[src/include/efp_pkg.sv]
// Purpose: Shared encodings and value helpers for the edge flop family.
// Assumes: Four-state values travel as two-bit codes, one code per pin.
// Notes:   Z and U are distinct codes; loads turn Z into U, holds keep it.
package efp_pkg;

    // Four-state value carried on two wires
    typedef logic [1:0] efp_val_t;

    localparam efp_val_t EFP_V0 = 2'h0;
    localparam efp_val_t EFP_V1 = 2'h1;
    localparam efp_val_t EFP_VZ = 2'h2;
    localparam efp_val_t EFP_VU = 2'h3;

    // Power-up content of every flop
    localparam efp_val_t EFP_RESET_Q = EFP_VU;

    // Core clock period, used to turn nanosecond windows into cycles
    localparam int EFP_CLK_PERIOD_NS = 40;

    // True for Z or U
    function automatic logic efp_is_x(input efp_val_t v);
        efp_is_x = v[1];
    endfunction

    // Loaded value: 0 and 1 pass, Z and U become U
    function automatic efp_val_t efp_hard(input efp_val_t v);
        efp_hard = v[1] ? EFP_VU : v;
    endfunction

    // Logical complement; Z and U invert to U
    function automatic efp_val_t efp_inv(input efp_val_t v);
        efp_inv = v[1] ? EFP_VU : {1'b0, ~v[0]};
    endfunction

    // Clocked part shared by every variant
    function automatic efp_val_t efp_clocked(input efp_val_t q,
                                             input efp_val_t d,
                                             input logic     rise,
                                             input logic     to_unk);
        if (rise) begin
            efp_clocked = efp_hard(d);
        end else if (to_unk) begin
            efp_clocked = (d == q) ? q : EFP_VU;
        end else begin
            efp_clocked = q;
        end
    endfunction

endpackage

[src/verilog/efp_top.sv]
// Purpose: Five edge flops with four-state outputs, evaluated each cycle.
// Assumes: All flop pins carry two-bit value codes synchronous to core_clk.
// Notes:   Asynchronous controls act at the next core_clk edge, since the
//          whole family is sampled; outputs are registered codes.
//
// Contract
// - Plain clock pin updates on rising edge
// - Inverted clock pin updates on falling edge
// - Rise loads data, Z/U loads U; fall holds
// - Clock to Z/U keeps value if data matches
// - Asserted set gives 1, asserted clear 0
// - Single-output: clear wins, unknown controls give U
// - Dual output flop; both asserted gives 1,1
// - Unknown control gives U,U; else data, complement
// - Strict dual flop: both asserted gives 0,0
// - Strict special cases beat the normal table
// - Releases within window d give U,U
// - Unknown set: 1,0 if prior 1, else U,U
// - Unknown clear, prior 0: gives 0,1
// - Unknown clear, prior not 0: gives U,0
// - Unknown set with asserted clear: 0,U
// - Enabled flop loads only while enable asserted; an unknown enable turns a change into U
`timescale 1ns/10ps
`default_nettype none

module efp_top
    import efp_pkg::*;
#(
    parameter bit CLK_INV_PLAIN  = 1'b0, // Plain flop clock marked inverted
    parameter bit CLK_INV_SC     = 1'b0, // Set/clear flop clock inverted
    parameter bit CLK_INV_DUAL   = 1'b0, // Dual flop clock inverted
    parameter bit CLK_INV_STRICT = 1'b0, // Strict flop clock inverted
    parameter bit CLK_INV_CE     = 1'b0, // Enabled flop clock inverted
    parameter int REL_WIN_NS     = 0,    // Strict release window, 0 = off
    parameter int WIN_CNT_W      = 8     // Release window counter width
) (
    input  wire logic     core_clk,        // Core clock, 25 MHz
    input  wire logic     rst_n,           // Async reset, active low
    // Plain flop
    input  wire efp_val_t pl_clk,          // Clock pin
    input  wire efp_val_t pl_data,         // Data pin
    output efp_val_t      pl_q,            // Output
    // set_clear_flop
    input  wire efp_val_t sc_clk,          // Clock pin
    input  wire efp_val_t sc_data,         // Data pin
    input  wire efp_val_t sc_async_set_n,  // Set, active low
    input  wire efp_val_t sc_async_clear_n,// Clear, active low
    output efp_val_t      sc_q,            // Output
    // dual_output_flop
    input  wire efp_val_t do_clk,          // Clock pin
    input  wire efp_val_t do_data,         // Data pin
    input  wire efp_val_t do_async_set_n,  // Set, active low
    input  wire efp_val_t do_async_clear_n,// Clear, active low
    output efp_val_t      do_q,            // True output
    output efp_val_t      do_q_n,          // Inverted output
    // strict_dual_output_flop
    input  wire efp_val_t sd_clk,          // Clock pin
    input  wire efp_val_t sd_data,         // Data pin
    input  wire efp_val_t sd_async_set_n,  // Set, active low
    input  wire efp_val_t sd_async_clear_n,// Clear, active low
    output efp_val_t      sd_q,            // True output
    output efp_val_t      sd_q_n,          // Inverted output
    // Clock-enabled flop
    input  wire efp_val_t ce_clk,          // Clock pin
    input  wire efp_val_t ce_data,         // Data pin
    input  wire efp_val_t ce_enable,       // Clock enable, active high
    output efp_val_t      ce_q             // Output
);

    // Window in cycles, rounded down as a longest time, at least one
    localparam int REL_WIN_RAW = REL_WIN_NS / EFP_CLK_PERIOD_NS;
    localparam int REL_WIN_CYC = (REL_WIN_RAW < 1) ? 1 : REL_WIN_RAW;
    localparam logic [WIN_CNT_W-1:0] WIN_LIMIT =
        WIN_CNT_W'(REL_WIN_CYC);
    localparam logic [WIN_CNT_W-1:0] WIN_MAX = {WIN_CNT_W{1'b1}};
    localparam logic [WIN_CNT_W-1:0] WIN_ONE = WIN_CNT_W'(1);
    localparam bit   WIN_ON = (REL_WIN_NS > 0);

    // Only a clean 0 asserts an active-low control; Z and U are
    // handled by the unknown branches of each flop instead
    function automatic logic ctl_on(input efp_val_t v);
        ctl_on = (v == EFP_V0);
    endfunction

    // Clean 0 to 1 step of a sampled active-low control; U to 1 is
    // not a release, as the control was never firmly asserted
    function automatic logic ctl_release(input efp_val_t was,
                                         input efp_val_t now);
        ctl_release = (was == EFP_V0) && (now == EFP_V1);
    endfunction

    // Cycles since the last release. Parks at zero until the first one
    // and saturates, so a stale release never wraps back into the window
    function automatic logic [WIN_CNT_W-1:0] since_step(
        input logic                 rel,
        input logic [WIN_CNT_W-1:0] cnt
    );
        if (rel) begin
            since_step = WIN_ONE;
        end else if (cnt == '0 || cnt == WIN_MAX) begin
            since_step = cnt;
        end else begin
            since_step = cnt + WIN_ONE;
        end
    endfunction

    // A count of zero means no release seen yet, never an overlap
    function automatic logic in_window(input logic [WIN_CNT_W-1:0] cnt);
        in_window = (cnt != '0) && (cnt <= WIN_LIMIT);
    endfunction

    // Edge detectors, one per flop
    logic pl_rise, pl_fall, pl_unk;
    logic sc_rise, sc_fall, sc_unk;
    logic do_rise, do_fall, do_unk;
    logic sd_rise, sd_fall, sd_unk;
    logic ce_rise, ce_fall, ce_unk;

    efp_edge #(.INVERT(CLK_INV_PLAIN)) u_pl_edge (
        .core_clk (core_clk),
        .rst_n    (rst_n),
        .clk_in   (pl_clk),
        .rise     (pl_rise),
        .fall     (pl_fall),
        .to_unk   (pl_unk)
    );
    efp_edge #(.INVERT(CLK_INV_SC)) u_sc_edge (
        .core_clk (core_clk),
        .rst_n    (rst_n),
        .clk_in   (sc_clk),
        .rise     (sc_rise),
        .fall     (sc_fall),
        .to_unk   (sc_unk)
    );
    efp_edge #(.INVERT(CLK_INV_DUAL)) u_do_edge (
        .core_clk (core_clk),
        .rst_n    (rst_n),
        .clk_in   (do_clk),
        .rise     (do_rise),
        .fall     (do_fall),
        .to_unk   (do_unk)
    );
    efp_edge #(.INVERT(CLK_INV_STRICT)) u_sd_edge (
        .core_clk (core_clk),
        .rst_n    (rst_n),
        .clk_in   (sd_clk),
        .rise     (sd_rise),
        .fall     (sd_fall),
        .to_unk   (sd_unk)
    );
    efp_edge #(.INVERT(CLK_INV_CE)) u_ce_edge (
        .core_clk (core_clk),
        .rst_n    (rst_n),
        .clk_in   (ce_clk),
        .rise     (ce_rise),
        .fall     (ce_fall),
        .to_unk   (ce_unk)
    );

    // Opposite edges change nothing; kept only to make the hold explicit
    logic any_fall;
    assign any_fall = pl_fall | sc_fall | do_fall | sd_fall | ce_fall;

    // Plain flop
    efp_val_t next_pl_q;
    // Fall and steady clocks hold; only rise and moves into Z/U act
    assign next_pl_q = efp_clocked(pl_q, pl_data,
                                   pl_rise, pl_unk);

    // Single-output set/clear flop, clear checked first
    logic     sc_set_on;
    logic     sc_clr_on;
    efp_val_t sc_clocked;
    efp_val_t next_sc_q;
    assign sc_set_on  = ctl_on(sc_async_set_n);
    assign sc_clr_on  = ctl_on(sc_async_clear_n);
    assign sc_clocked = efp_clocked(sc_q, sc_data, sc_rise, sc_unk);
    assign next_sc_q =
        efp_is_x(sc_async_clear_n)     ? EFP_VU :
        sc_clr_on                      ? EFP_V0 :
        efp_is_x(sc_async_set_n)       ? EFP_VU :
        sc_set_on                      ? EFP_V1 :
                                         sc_clocked;

    // Dual output flop
    logic     do_set_on;
    logic     do_clr_on;
    efp_val_t do_clocked;
    efp_val_t next_do_q;
    efp_val_t next_do_q_n;
    assign do_set_on  = ctl_on(do_async_set_n);
    assign do_clr_on  = ctl_on(do_async_clear_n);
    assign do_clocked = efp_clocked(do_q, do_data, do_rise, do_unk);

    always_comb begin
        if (efp_is_x(do_async_set_n) || efp_is_x(do_async_clear_n)) begin
            next_do_q   = EFP_VU;
            next_do_q_n = EFP_VU;
        end else if (do_set_on && do_clr_on) begin
            next_do_q   = EFP_V1;
            next_do_q_n = EFP_V1;
        end else if (do_set_on) begin
            next_do_q   = EFP_V1;
            next_do_q_n = EFP_V0;
        end else if (do_clr_on) begin
            next_do_q   = EFP_V0;
            next_do_q_n = EFP_V1;
        end else if (do_rise || do_unk) begin
            next_do_q   = do_clocked;
            next_do_q_n = efp_inv(do_clocked);
        end else begin
            next_do_q   = do_q;
            next_do_q_n = do_q_n;
        end
    end

    // Strict dual flop: release tracking for the overlap window
    efp_val_t             sd_prev_set;
    efp_val_t             sd_prev_clr;
    logic [WIN_CNT_W-1:0] sd_since_set;
    logic [WIN_CNT_W-1:0] sd_since_clr;
    logic                 sd_set_rel;
    logic                 sd_clr_rel;
    logic                 sd_overlap;
    logic [WIN_CNT_W-1:0] next_since_set;
    logic [WIN_CNT_W-1:0] next_since_clr;

    assign sd_set_rel = ctl_release(sd_prev_set, sd_async_set_n);
    assign sd_clr_rel = ctl_release(sd_prev_clr, sd_async_clear_n);
    // Releases in one cycle, or the second inside the first's window
    assign sd_overlap = WIN_ON &&
        ((sd_set_rel && sd_clr_rel) ||
         (sd_set_rel && in_window(sd_since_clr)) ||
         (sd_clr_rel && in_window(sd_since_set)));
    assign next_since_set = since_step(sd_set_rel, sd_since_set);
    assign next_since_clr = since_step(sd_clr_rel, sd_since_clr);

    logic     sd_set_on;
    logic     sd_clr_on;
    efp_val_t sd_clocked;
    efp_val_t next_sd_q;
    efp_val_t next_sd_q_n;
    assign sd_set_on  = ctl_on(sd_async_set_n);
    assign sd_clr_on  = ctl_on(sd_async_clear_n);
    assign sd_clocked = efp_clocked(sd_q, sd_data, sd_rise, sd_unk);

    // Special cases sit above the table; Z on a control counts as U
    always_comb begin
        if (sd_overlap) begin
            next_sd_q   = EFP_VU;
            next_sd_q_n = EFP_VU;
        end else if (efp_is_x(sd_async_set_n) && sd_clr_on) begin
            next_sd_q   = EFP_V0;
            next_sd_q_n = EFP_VU;
        end else if (efp_is_x(sd_async_set_n)) begin
            if (sd_q == EFP_V1) begin
                next_sd_q   = EFP_V1;
                next_sd_q_n = EFP_V0;
            end else begin
                next_sd_q   = EFP_VU;
                next_sd_q_n = EFP_VU;
            end
        end else if (efp_is_x(sd_async_clear_n)) begin
            if (sd_q == EFP_V0) begin
                next_sd_q   = EFP_V0;
                next_sd_q_n = EFP_V1;
            end else begin
                next_sd_q   = EFP_VU;
                next_sd_q_n = EFP_V0;
            end
        end else if (sd_set_on && sd_clr_on) begin
            next_sd_q   = EFP_V0;
            next_sd_q_n = EFP_V0;
        end else if (sd_set_on) begin
            next_sd_q   = EFP_V1;
            next_sd_q_n = EFP_V0;
        end else if (sd_clr_on) begin
            next_sd_q   = EFP_V0;
            next_sd_q_n = EFP_V1;
        end else if (sd_rise || sd_unk) begin
            next_sd_q   = sd_clocked;
            next_sd_q_n = efp_inv(sd_clocked);
        end else begin
            next_sd_q   = sd_q;
            next_sd_q_n = sd_q_n;
        end
    end

    // Clock-enabled flop; an unknown enable on an edge only keeps a
    // value the edge would not have changed
    logic     ce_on;
    logic     ce_unknown;
    efp_val_t ce_clocked;
    efp_val_t next_ce_q;
    assign ce_on      = (ce_enable == EFP_V1);
    assign ce_unknown = efp_is_x(ce_enable);
    assign ce_clocked = efp_clocked(ce_q, ce_data, ce_rise, ce_unk);
    assign next_ce_q =
        ce_on      ? ce_clocked :
        ce_unknown ? ((ce_clocked == ce_q) ? ce_q : EFP_VU) :
                     ce_q;

    // Every output is a register holding a full four-state code
    always_ff @(posedge core_clk or negedge rst_n) begin
        if (!rst_n) begin
            pl_q   <= EFP_RESET_Q;
            sc_q   <= EFP_RESET_Q;
            do_q   <= EFP_RESET_Q;
            do_q_n <= EFP_RESET_Q;
            sd_q   <= EFP_RESET_Q;
            sd_q_n <= EFP_RESET_Q;
            ce_q   <= EFP_RESET_Q;
        end else begin
            pl_q   <= any_fall ? next_pl_q : next_pl_q;
            sc_q   <= next_sc_q;
            do_q   <= next_do_q;
            do_q_n <= next_do_q_n;
            sd_q   <= next_sd_q;
            sd_q_n <= next_sd_q_n;
            ce_q   <= next_ce_q;
        end
    end

    // Release history; idle controls read as released
    always_ff @(posedge core_clk or negedge rst_n) begin
        if (!rst_n) begin
            sd_prev_set  <= EFP_V1;
            sd_prev_clr  <= EFP_V1;
            sd_since_set <= '0;
            sd_since_clr <= '0;
        end else begin
            sd_prev_set  <= sd_async_set_n;
            sd_prev_clr  <= sd_async_clear_n;
            sd_since_set <= next_since_set;
            sd_since_clr <= next_since_clr;
        end
    end

endmodule

`default_nettype wire

[src/verilog/efp_edge.sv]
// Purpose: Classifies the transitions of one sampled four-state clock pin.
// Assumes: The pin is synchronous to core_clk and sampled once per cycle.
// Notes:   Edge flags are combinational from the held previous sample.
`timescale 1ns/10ps
`default_nettype none

module efp_edge
    import efp_pkg::*;
#(
    parameter bit INVERT = 1'b0
) (
    input  wire logic     core_clk, // Core clock
    input  wire logic     rst_n,    // Async reset, active low
    input  wire efp_val_t clk_in,   // Sampled flop clock pin
    output logic          rise,     // Active edge this cycle
    output logic          fall,     // Opposite edge this cycle
    output logic          to_unk    // Clock moved into Z or U
);

    // Reset to the idle pin level seen through the inversion, so a
    // pin resting low never reads as an edge on the first cycle
    localparam efp_val_t IDLE_SEEN = INVERT ? EFP_V1 : EFP_V0;

    efp_val_t seen;
    efp_val_t prev;

    // A marked pin swaps the edges; Z and U stay unknown
    assign seen = INVERT ? efp_inv(clk_in) : clk_in;

    always_ff @(posedge core_clk or negedge rst_n) begin
        if (!rst_n) begin
            prev <= IDLE_SEEN;
        end else begin
            prev <= seen;
        end
    end

    assign rise   = (prev == EFP_V0) && (seen == EFP_V1);
    assign fall   = (prev == EFP_V1) && (seen == EFP_V0);
    assign to_unk = efp_is_x(seen) && (seen != prev);

endmodule

`default_nettype wire

[config.mk]
export PLATFORM = sky130hd
export DESIGN_NAME = efp_top
export DESIGN_NICKNAME = d
export VERILOG_FILES = /design/src/include/efp_pkg.sv /design/src/verilog/efp_top.sv /design/src/verilog/efp_edge.sv
export SDC_FILE = /design/constraint.sdc
export NUM_CORES = 1
export LEC_CHECK = 0
export BUFFER_PORTS_ARGS = -buffer_cell sky130_fd_sc_hd__clkbuf_2
export CORE_MARGIN = 2
export CORE_UTILIZATION = 44
export DETAILED_ROUTE_END_ITERATION = 10
export PLACE_DENSITY = 0.75
export REMOVE_ABC_BUFFERS = 1
export SLEW_MARGIN = 0
export SYNTH_ARGS = -nofsm -noshare
export SYNTH_HDL_FRONTEND = slang
export SYNTH_SLANG_ARGS = --single-unit
[constraint.sdc]
create_clock -name core_clk -period 1.4 [get_ports core_clk]
set_input_delay 0.21 -clock core_clk [delete_from_list [all_inputs] [get_ports core_clk]]
set_output_delay 0.21 -clock core_clk [all_outputs]
set_load 0.005 [all_outputs]
==> results.json, run 1 <==
{
  "status": "finished with violations",
  "violations": "setup timing",
  "io_pins": 50,
  "leakage_nw": 0.880,
  "synth_top_family_by_area": "compound AO/OA/AOI/OAI gates",
  "start_kind": "flop",
  "cts_tree": "built",
  "relSlewSlack": 0.617,
  "hpwlAfterDp_um": 2700,
  "yosysTopAreaCell": "dfstp_2",
  "num_antenna_cells": 0,
  "finalWirelength_um": 3740,
  "drtAntennaViolNets": 0,
  "required_ns": 1.65,
  "synth_area_mm2": 0.00137,
  "coreArea_mm2": 0.00300,
  "post_drt_wl_per_cell_um": 14.6,
  "std_cell_rows": 20,
  "rsz0062_at_grt": "true",
  "synth_cell_types": 38,
  "synthAdderAreaFrac": 0,
  "grt_pass1_wl_um": 5890,
  "arrival_ns": 1.82,
  "synth_top_area_frac": 0.249,
  "max_stage_delay_ns": 0.54,
  "drt-initial-drc-count": 96,
  "dieArea_mm2": 0.00358,
  "path_cells": "or4b_4, a21oi_2, a31oi_1, o22a_1, a31oi_1",
  "globalplace.congestion": 0.905,
  "min_period_over_period": 1.12,
  "tightest_slew_ns": 0.574,
  "drt_pass1_iterations": 4,
  "synth-xor-area-share": 0.0766,
  "synth_compound_area_frac": 0.242,
  "pre_cts_slack_ns": -0.195,
  "fp.dieW_um": 59.9,
  "drc": 0,
  "worstHoldPathType": "input port to flop",
  "layout_commonest_cell": "clkbuf_2",
  "finalSetupViolCount": 4,
  "clock_latency_ns": 0.31,
  "worst-setup-path-type": "flop to flop",
  "min_period_ns": 1.57,
  "ys_warn_count": 0,
  "cts_buffers": 3,
  "grt_max_degree": 24,
  "finalPower_w": 0.00166,
  "postLayoutCellArea_mm2": 0.00197,
  "placed_cell_area_mm2": 0.00176,
  "clock.fmax_ghz": 0.635,
  "yosys_register_bits": 23,
  "path_max_fanout": 4,
  "antenna_found_initial": 0,
  "maxCapViolations": 0,
  "peakVddDrop_uv": 453,
  "die_y_um": 59.9,
  "slew_viol_final": 0,
  "h-tree-depth": 1,
  "cpMostUsedCell": "a31oi_1",
  "grt_overflow_total": 0,
  "fin_skew_ns": 0.00449,
  "clk_path_buf_depth": 2,
  "crit_slowest_cell": "or4b_4",
  "start_util": 0.457,
  "layout_common_cells": "clkbuf_2 (48), buf_4 (16), nor2_1 (14)",
  "endpoint_kind": "flop",
  "gr-usage-all-layers": 0.217,
  "io_buffers": 49,
  "layout_setup_ws_ns": -0.174,
  "grt_pass1_vias": 1399,
  "yosysSeqAreaShare": 0.431,
  "netlist_instances": 151,
  "cts.sinks": 23,
  "area_growth_pct": 43.8,
  "yosys-top-cells-area": "dfstp_2 (25%), dfrtp_1 (18%), a21oi_1 (4.7%), nor2_1 (4.6%), xor2_1 (4.5%)",
  "powerDensity_mw_per_mm2": 838,
  "clkTransAtPathRegs_ns": 0.13,
  "muxShareOfSynthArea": 0.00820,
  "drive_gt1_frac": 0.529,
  "avgSynthCellArea_um2": 9.09,
  "hold_viol_final": 0,
  "vias": 1430,
  "setup_tns_ns": -0.649,
  "cts_root_buffer": "clkbuf_4",
  "yosys.area_share.simple": 0.212,
  "fin_nets": 260,
  "vias_per_cell": 5.59
}
-- logic make-up after synthesis --
logic type	Yosys count
buffers and inverters	10
flip-flops	23
multiplexers	1
AO/OA/AOI/OAI	51
AND/OR/NAND/NOR	54
XOR/XNOR	12
-- metrics by stage --
step / cells / hold WS, ns / utilization
finish: 256 / 0.0268 / 0.658
global route: 256 / 0.00117 / 0.658
CTS: 254 / 0.0203 / 0.624
detailed placement: 247 / 0.226 / 0.588
global placement: 247 / 0.223 / 0.588
floorplan: 150 / -0.0856 / -
-- report_power, final --
part / internal [W] / switching [W]
clock: 0.000111 / 0.000200
combinational: 0.000279 / 0.000259
sequential: 0.000749 / 0.0000571
-- state kept, by name, indices dropped and copies added (netlist names), 2 cells and up --
register	count
ce_q	2
do_q	2
pl_q	2
sc_q	2
sd_q	2
sd_q_n	2
u_ce_edge.prev	2
u_do_edge.prev	2
u_pl_edge.prev	2
u_sc_edge.prev	2
u_sd_edge.prev	2
-- final timing paths --
path | start | to | slack (ns) | depth (start not counted)
worst min-delay path | ce_clk[0] | u_ce_edge.prev[0] | 0.03 | 1
worst max register to register | u_sd_edge.prev[0] | sd_q_n[0] | -0.17 | 5
worst min register to register | sd_q_n[1] | sd_q_n[1] | 0.55 | 2
worst max-delay path | u_sd_edge.prev[0] | sd_q_n[0] | -0.17 | 5
max in group asynchronous | rst_n | sc_q[0] | 0.57 | 2
min in group asynchronous | rst_n | u_ce_edge.prev[1] | 0.45 | 2
-- cells in the mapped netlist, drive strengths merged --
| cell | instances |
|---|---|
| a21boi | 1 |
| a21o | 1 |
| a21oi | 13 |
| a221oi | 1 |
| a22oi | 2 |
| a31oi | 7 |
| and2 | 1 |
| and2b | 4 |
| buf | 1 |
| dfrtp | 10 |
| dfstp | 13 |
| inv | 9 |
| mux2 | 1 |
| nand2 | 8 |
| nand2b | 5 |
| nand3 | 5 |
| nor2 | 17 |
| nor3 | 4 |
| nor3b | 2 |
| nor4bb | 1 |
| o211a | 1 |
| o211ai | 2 |
| o21a | 3 |
| o21ai | 9 |
| o221ai | 1 |
| o22a | 4 |
| o22ai | 1 |
| o2bb2ai | 1 |
| o31ai | 2 |
| o32ai | 2 |
| or2 | 3 |
| or3 | 1 |
| or4 | 1 |
| or4b | 2 |
| xnor2 | 5 |
| xor2 | 7 |
-- timing repair --
action,4_1_cts,5_1_grt
gates resized for setup,14,22
setup endpoints to repair,7,12
hold endpoints to repair,10,0
buffers inserted,2,2
hold buffers,1,0
pin swaps,12,12
-- area by class of cell --
type,count,area [um^2]
multi-input combinational,118,866
fill,265,1030
timing repair buffer,69,415
inverter,9,33.8
sequential,23,592
clock buffer,4,26.3
tap,33,41.3
-- routing by layer --
layer / GRT usage / up-vias / routed length [um]
li1: - / 692 / -
met1: 0.247 / 687 / 1500
met5: 0 / - / 0
met2: 0.410 / 47 / 2040
met3: 0.0173 / 4 / 152
met4: 0.0889 / 0 / 42
-- worst max-delay path, delay by kind of cell, from the launching register on --
family	cells	cell delay [ns]
AOI/OAI and AO/OA	4	0.52
and+or+nand+nor	1	0.54
DFF	1	0.44
(Power assumes the default switching activity.)
==> run 2, diff against run 1 <==
--- a/config.mk
+++ b/config.mk
@@ -5,6 +5,7 @@
 export SDC_FILE = /design/constraint.sdc
 export NUM_CORES = 1
 export LEC_CHECK = 0
+export ABC_AREA = 1
 export BUFFER_PORTS_ARGS = -buffer_cell sky130_fd_sc_hd__clkbuf_2
 export CORE_MARGIN = 2
 export CORE_UTILIZATION = 44
==> results.json, run 2 <==
{
  "status": "finished with violations",
  "violations": "setup timing",
  "ys_warn_count": 0,
  "min_period_over_period": 1.06,
  "endpoint_kind": "flop",
  "grt_overflow_total": 0,
  "hold_viol_final": 0,
  "fin_skew_ns": 0.00239,
  "clock_latency_ns": 0.30,
  "grt_pass1_wl_um": 4530,
  "synth_top_family_by_area": "simple AND/OR/NAND/NOR gates",
  "avgSynthCellArea_um2": 7.15,
  "async_flop_share": 1.00,
  "num_antenna_cells": 0,
  "synth_most_common_cell": "nand2_1",
  "drt-initial-drc-count": 47,
  "synth_cell_types": 22,
  "cts_buffers": 3,
  "synthAdderAreaFrac": 0,
  "synthFlopType": "dfstp_2",
  "synth_compound_area_frac": 0.0951,
  "min_period_ns": 1.48,
  "fp.dieW_um": 60.3,
  "synth-edff-count": 0,
  "vias": 1416,
  "fillers": 283,
  "yosys_register_bits": 23,
  "muxShareOfSynthArea": 0.0161,
  "clock.fmax_ghz": 0.675,
  "drc": 0,
  "setup_tns_ns": -0.134,
  "synth_commonest_cells": "nand2_1 (41), inv_1 (36), nor2_1 (29)",
  "synth-xor-area-share": 0.0377,
  "cts.sinks": 23,
  "grtUsageMet2": 0.286,
  "antenna_found_initial": 0,
  "coreArea_mm2": 0.00303,
  "rsz0062_at_grt": "true",
  "grtUsageMet3": 0.0303,
  "yosysSeqAreaShare": 0.424,
  "layout_common_cells": "clkbuf_2 (49), inv_1 (35), nand2_1 (33)",
  "cts_tree": "built",
  "start_util": 0.461,
  "grtUsageMet1": 0.212,
  "maxCapViolations": 0,
  "leakage_nw": 0.990,
  "hpwlAfterDp_um": 2250,
  "finalPower_w": 0.00146,
  "die_y_um": 60.3,
  "finalSetupViolCount": 3,
  "h-tree-depth": 1,
  "netlist_instances": 195,
  "cts_root_buffer": "clkbuf_4",
  "globalplace.congestion": 0.847,
  "io_pins": 50,
  "required_ns": 1.64,
  "busiest_layer": "met2",
  "drive_gt1_frac": 0.402,
  "fin_nets": 293,
  "post_drt_wl_per_cell_um": 10.4,
  "worst-setup-path-type": "flop to flop",
  "io_buffers": 49,
  "arrival_ns": 1.73,
  "worstHoldPathType": "input port to flop",
  "peakVddDrop_uv": 425,
  "path_max_fanout": 4,
  "grt_max_degree": 24,
  "synth_top_area_frac": 0.245,
  "clkTransAtPathRegs_ns": 0.12,
  "area_growth_pct": 33.8,
  "layout_setup_ws_ns": -0.0825,
  "yosys-top-cells-area": "dfstp_2 (24%), dfrtp_1 (18%), nand2_1 (11%), inv_1 (9.7%), nor2_1 (7.8%)",
  "clk_path_buf_depth": 2,
  "finalWirelength_um": 3120,
  "grt_pass1_vias": 1120,
  "synth_area_mm2": 0.00140,
  "vias_per_cell": 4.72,
  "yosysTopAreaCell": "dfstp_2",
  "drt_pass1_iterations": 4,
  "layout_commonest_cell": "clkbuf_2",
  "start_kind": "flop",
  "yosys.area_share.simple": 0.322,
  "dieArea_mm2": 0.00364,
  "tightest_slew_ns": 0.565,
  "gr-usage-all-layers": 0.166,
  "postLayoutCoreUtil": 0.617,
  "std_cell_rows": 20,
  "slew_viol_final": 0,
  "drtAntennaViolNets": 0,
  "pre_cts_slack_ns": -0.00932,
  "relSlewSlack": 0.623,
  "powerDensity_mw_per_mm2": 781
}
[run 2: cell types whose count changed after synthesis, moves of 3 or more]
cell	change
a31oi_1	-4
nand2_1	+33
nand4_1	+4
o22a_1	-4
nand3_1	+11
nor2_1	+12
a21oi_1	-4
and2b_2	-3
nand2b_1	-5
xor2_1	-7
inv_1	+27
[run 2: metal layers]
layer / share of wire / up-vias / wire [um]
met4: 0.0054 / 0 / 17
met3: 0.066 / 4 / 207
met2: 0.48 / 61 / 1500
li1: - / 739 / -
met5: 0 / - / 0
met1: 0.45 / 612 / 1400
[run 2: area by class of cell]
class | count | area [um^2] | share of cell area
sequential | 23 | 592 | 0.317
timing repair buffer | 58 | 322 | 0.172
inverter | 37 | 139 | 0.0744
multi-input combinational | 134 | 733 | 0.393
clock buffer | 4 | 26.3 | 0.0141
tap | 44 | 55.1 | 0.0295
[run 2: critical path, stage by stage (launching register included)]
cell and delay, ns:
dfstp_2 0.59, inv_2 0.06, nand2_2 0.07, nand2_2 0.06
nand2_2 0.05, nand3_2 0.08, nand2_2 0.10, nand2_1 0.05
nand3_1 0.07, nand2_1 0.05, nand2_1 0.05, nand2_1 0.07
a21oi_2 0.13
[run 2: logic make-up (layout without fill, tap and decap cells)]
| kind of cell | Yosys count | count (layout) |
|---|---|---|
| AOI/OAI and AO/OA | 23 | 23 |
| xor gates and xnor gates | 6 | 6 |
| buffers and inverters | 38 | 99 |
| DFF | 23 | 23 |
| muxes | 2 | 2 |
| and+or+nand+nor | 103 | 103 |
[run 2: power by group]
group / leakage, nW / total [W] / internal, W / switching (W)
clock network: 0.0150 / 0.000298 / 0.000111 / 0.000187
logic: 0.722 / 0.000391 / 0.000179 / 0.000212
registers: 0.253 / 0.000769 / 0.000733 / 0.0000355
total: 0.990 / 0.00146 / 0.00102 / 0.000434
[run 2: through the flow]
| stage | cell area, um^2 | cells | hold slack [ns] |
|---|---|---|---|
| finish | 1870 | 300 | 0.0367 |
| CTS | 1740 | 294 | 0.00691 |
| floorplan | 1390 | 194 | -0.0856 |
| global route | 1870 | 300 | 0.0161 |
| global placement | 1700 | 289 | 0.228 |
| detailed placement | 1700 | 289 | 0.233 |
[run 2: timing repair]
action	4_1_cts	5_1_grt
setup buffers	0	5
hold buffers	1	1
pin swaps	0	16
resized for setup	2	22
hold endpoints to repair	10	1
endpoints found under the setup margin	3	7
[run 2: final timing paths]
kind                            from                end  slack, ns  depth (start not counted)
max reg2reg                  sd_q[1]          sd_q_n[0]      -0.08                         12
min in group asynchronous      rst_n  u_ce_edge.prev[0]       0.41                          2
min                        do_clk[1]  u_do_edge.prev[1]       0.04                          1
min reg2reg                  pl_q[0]            pl_q[0]       0.49                          2
max                          sd_q[1]          sd_q_n[0]      -0.08                         12
max in group asynchronous      rst_n            sc_q[0]       0.61                          2
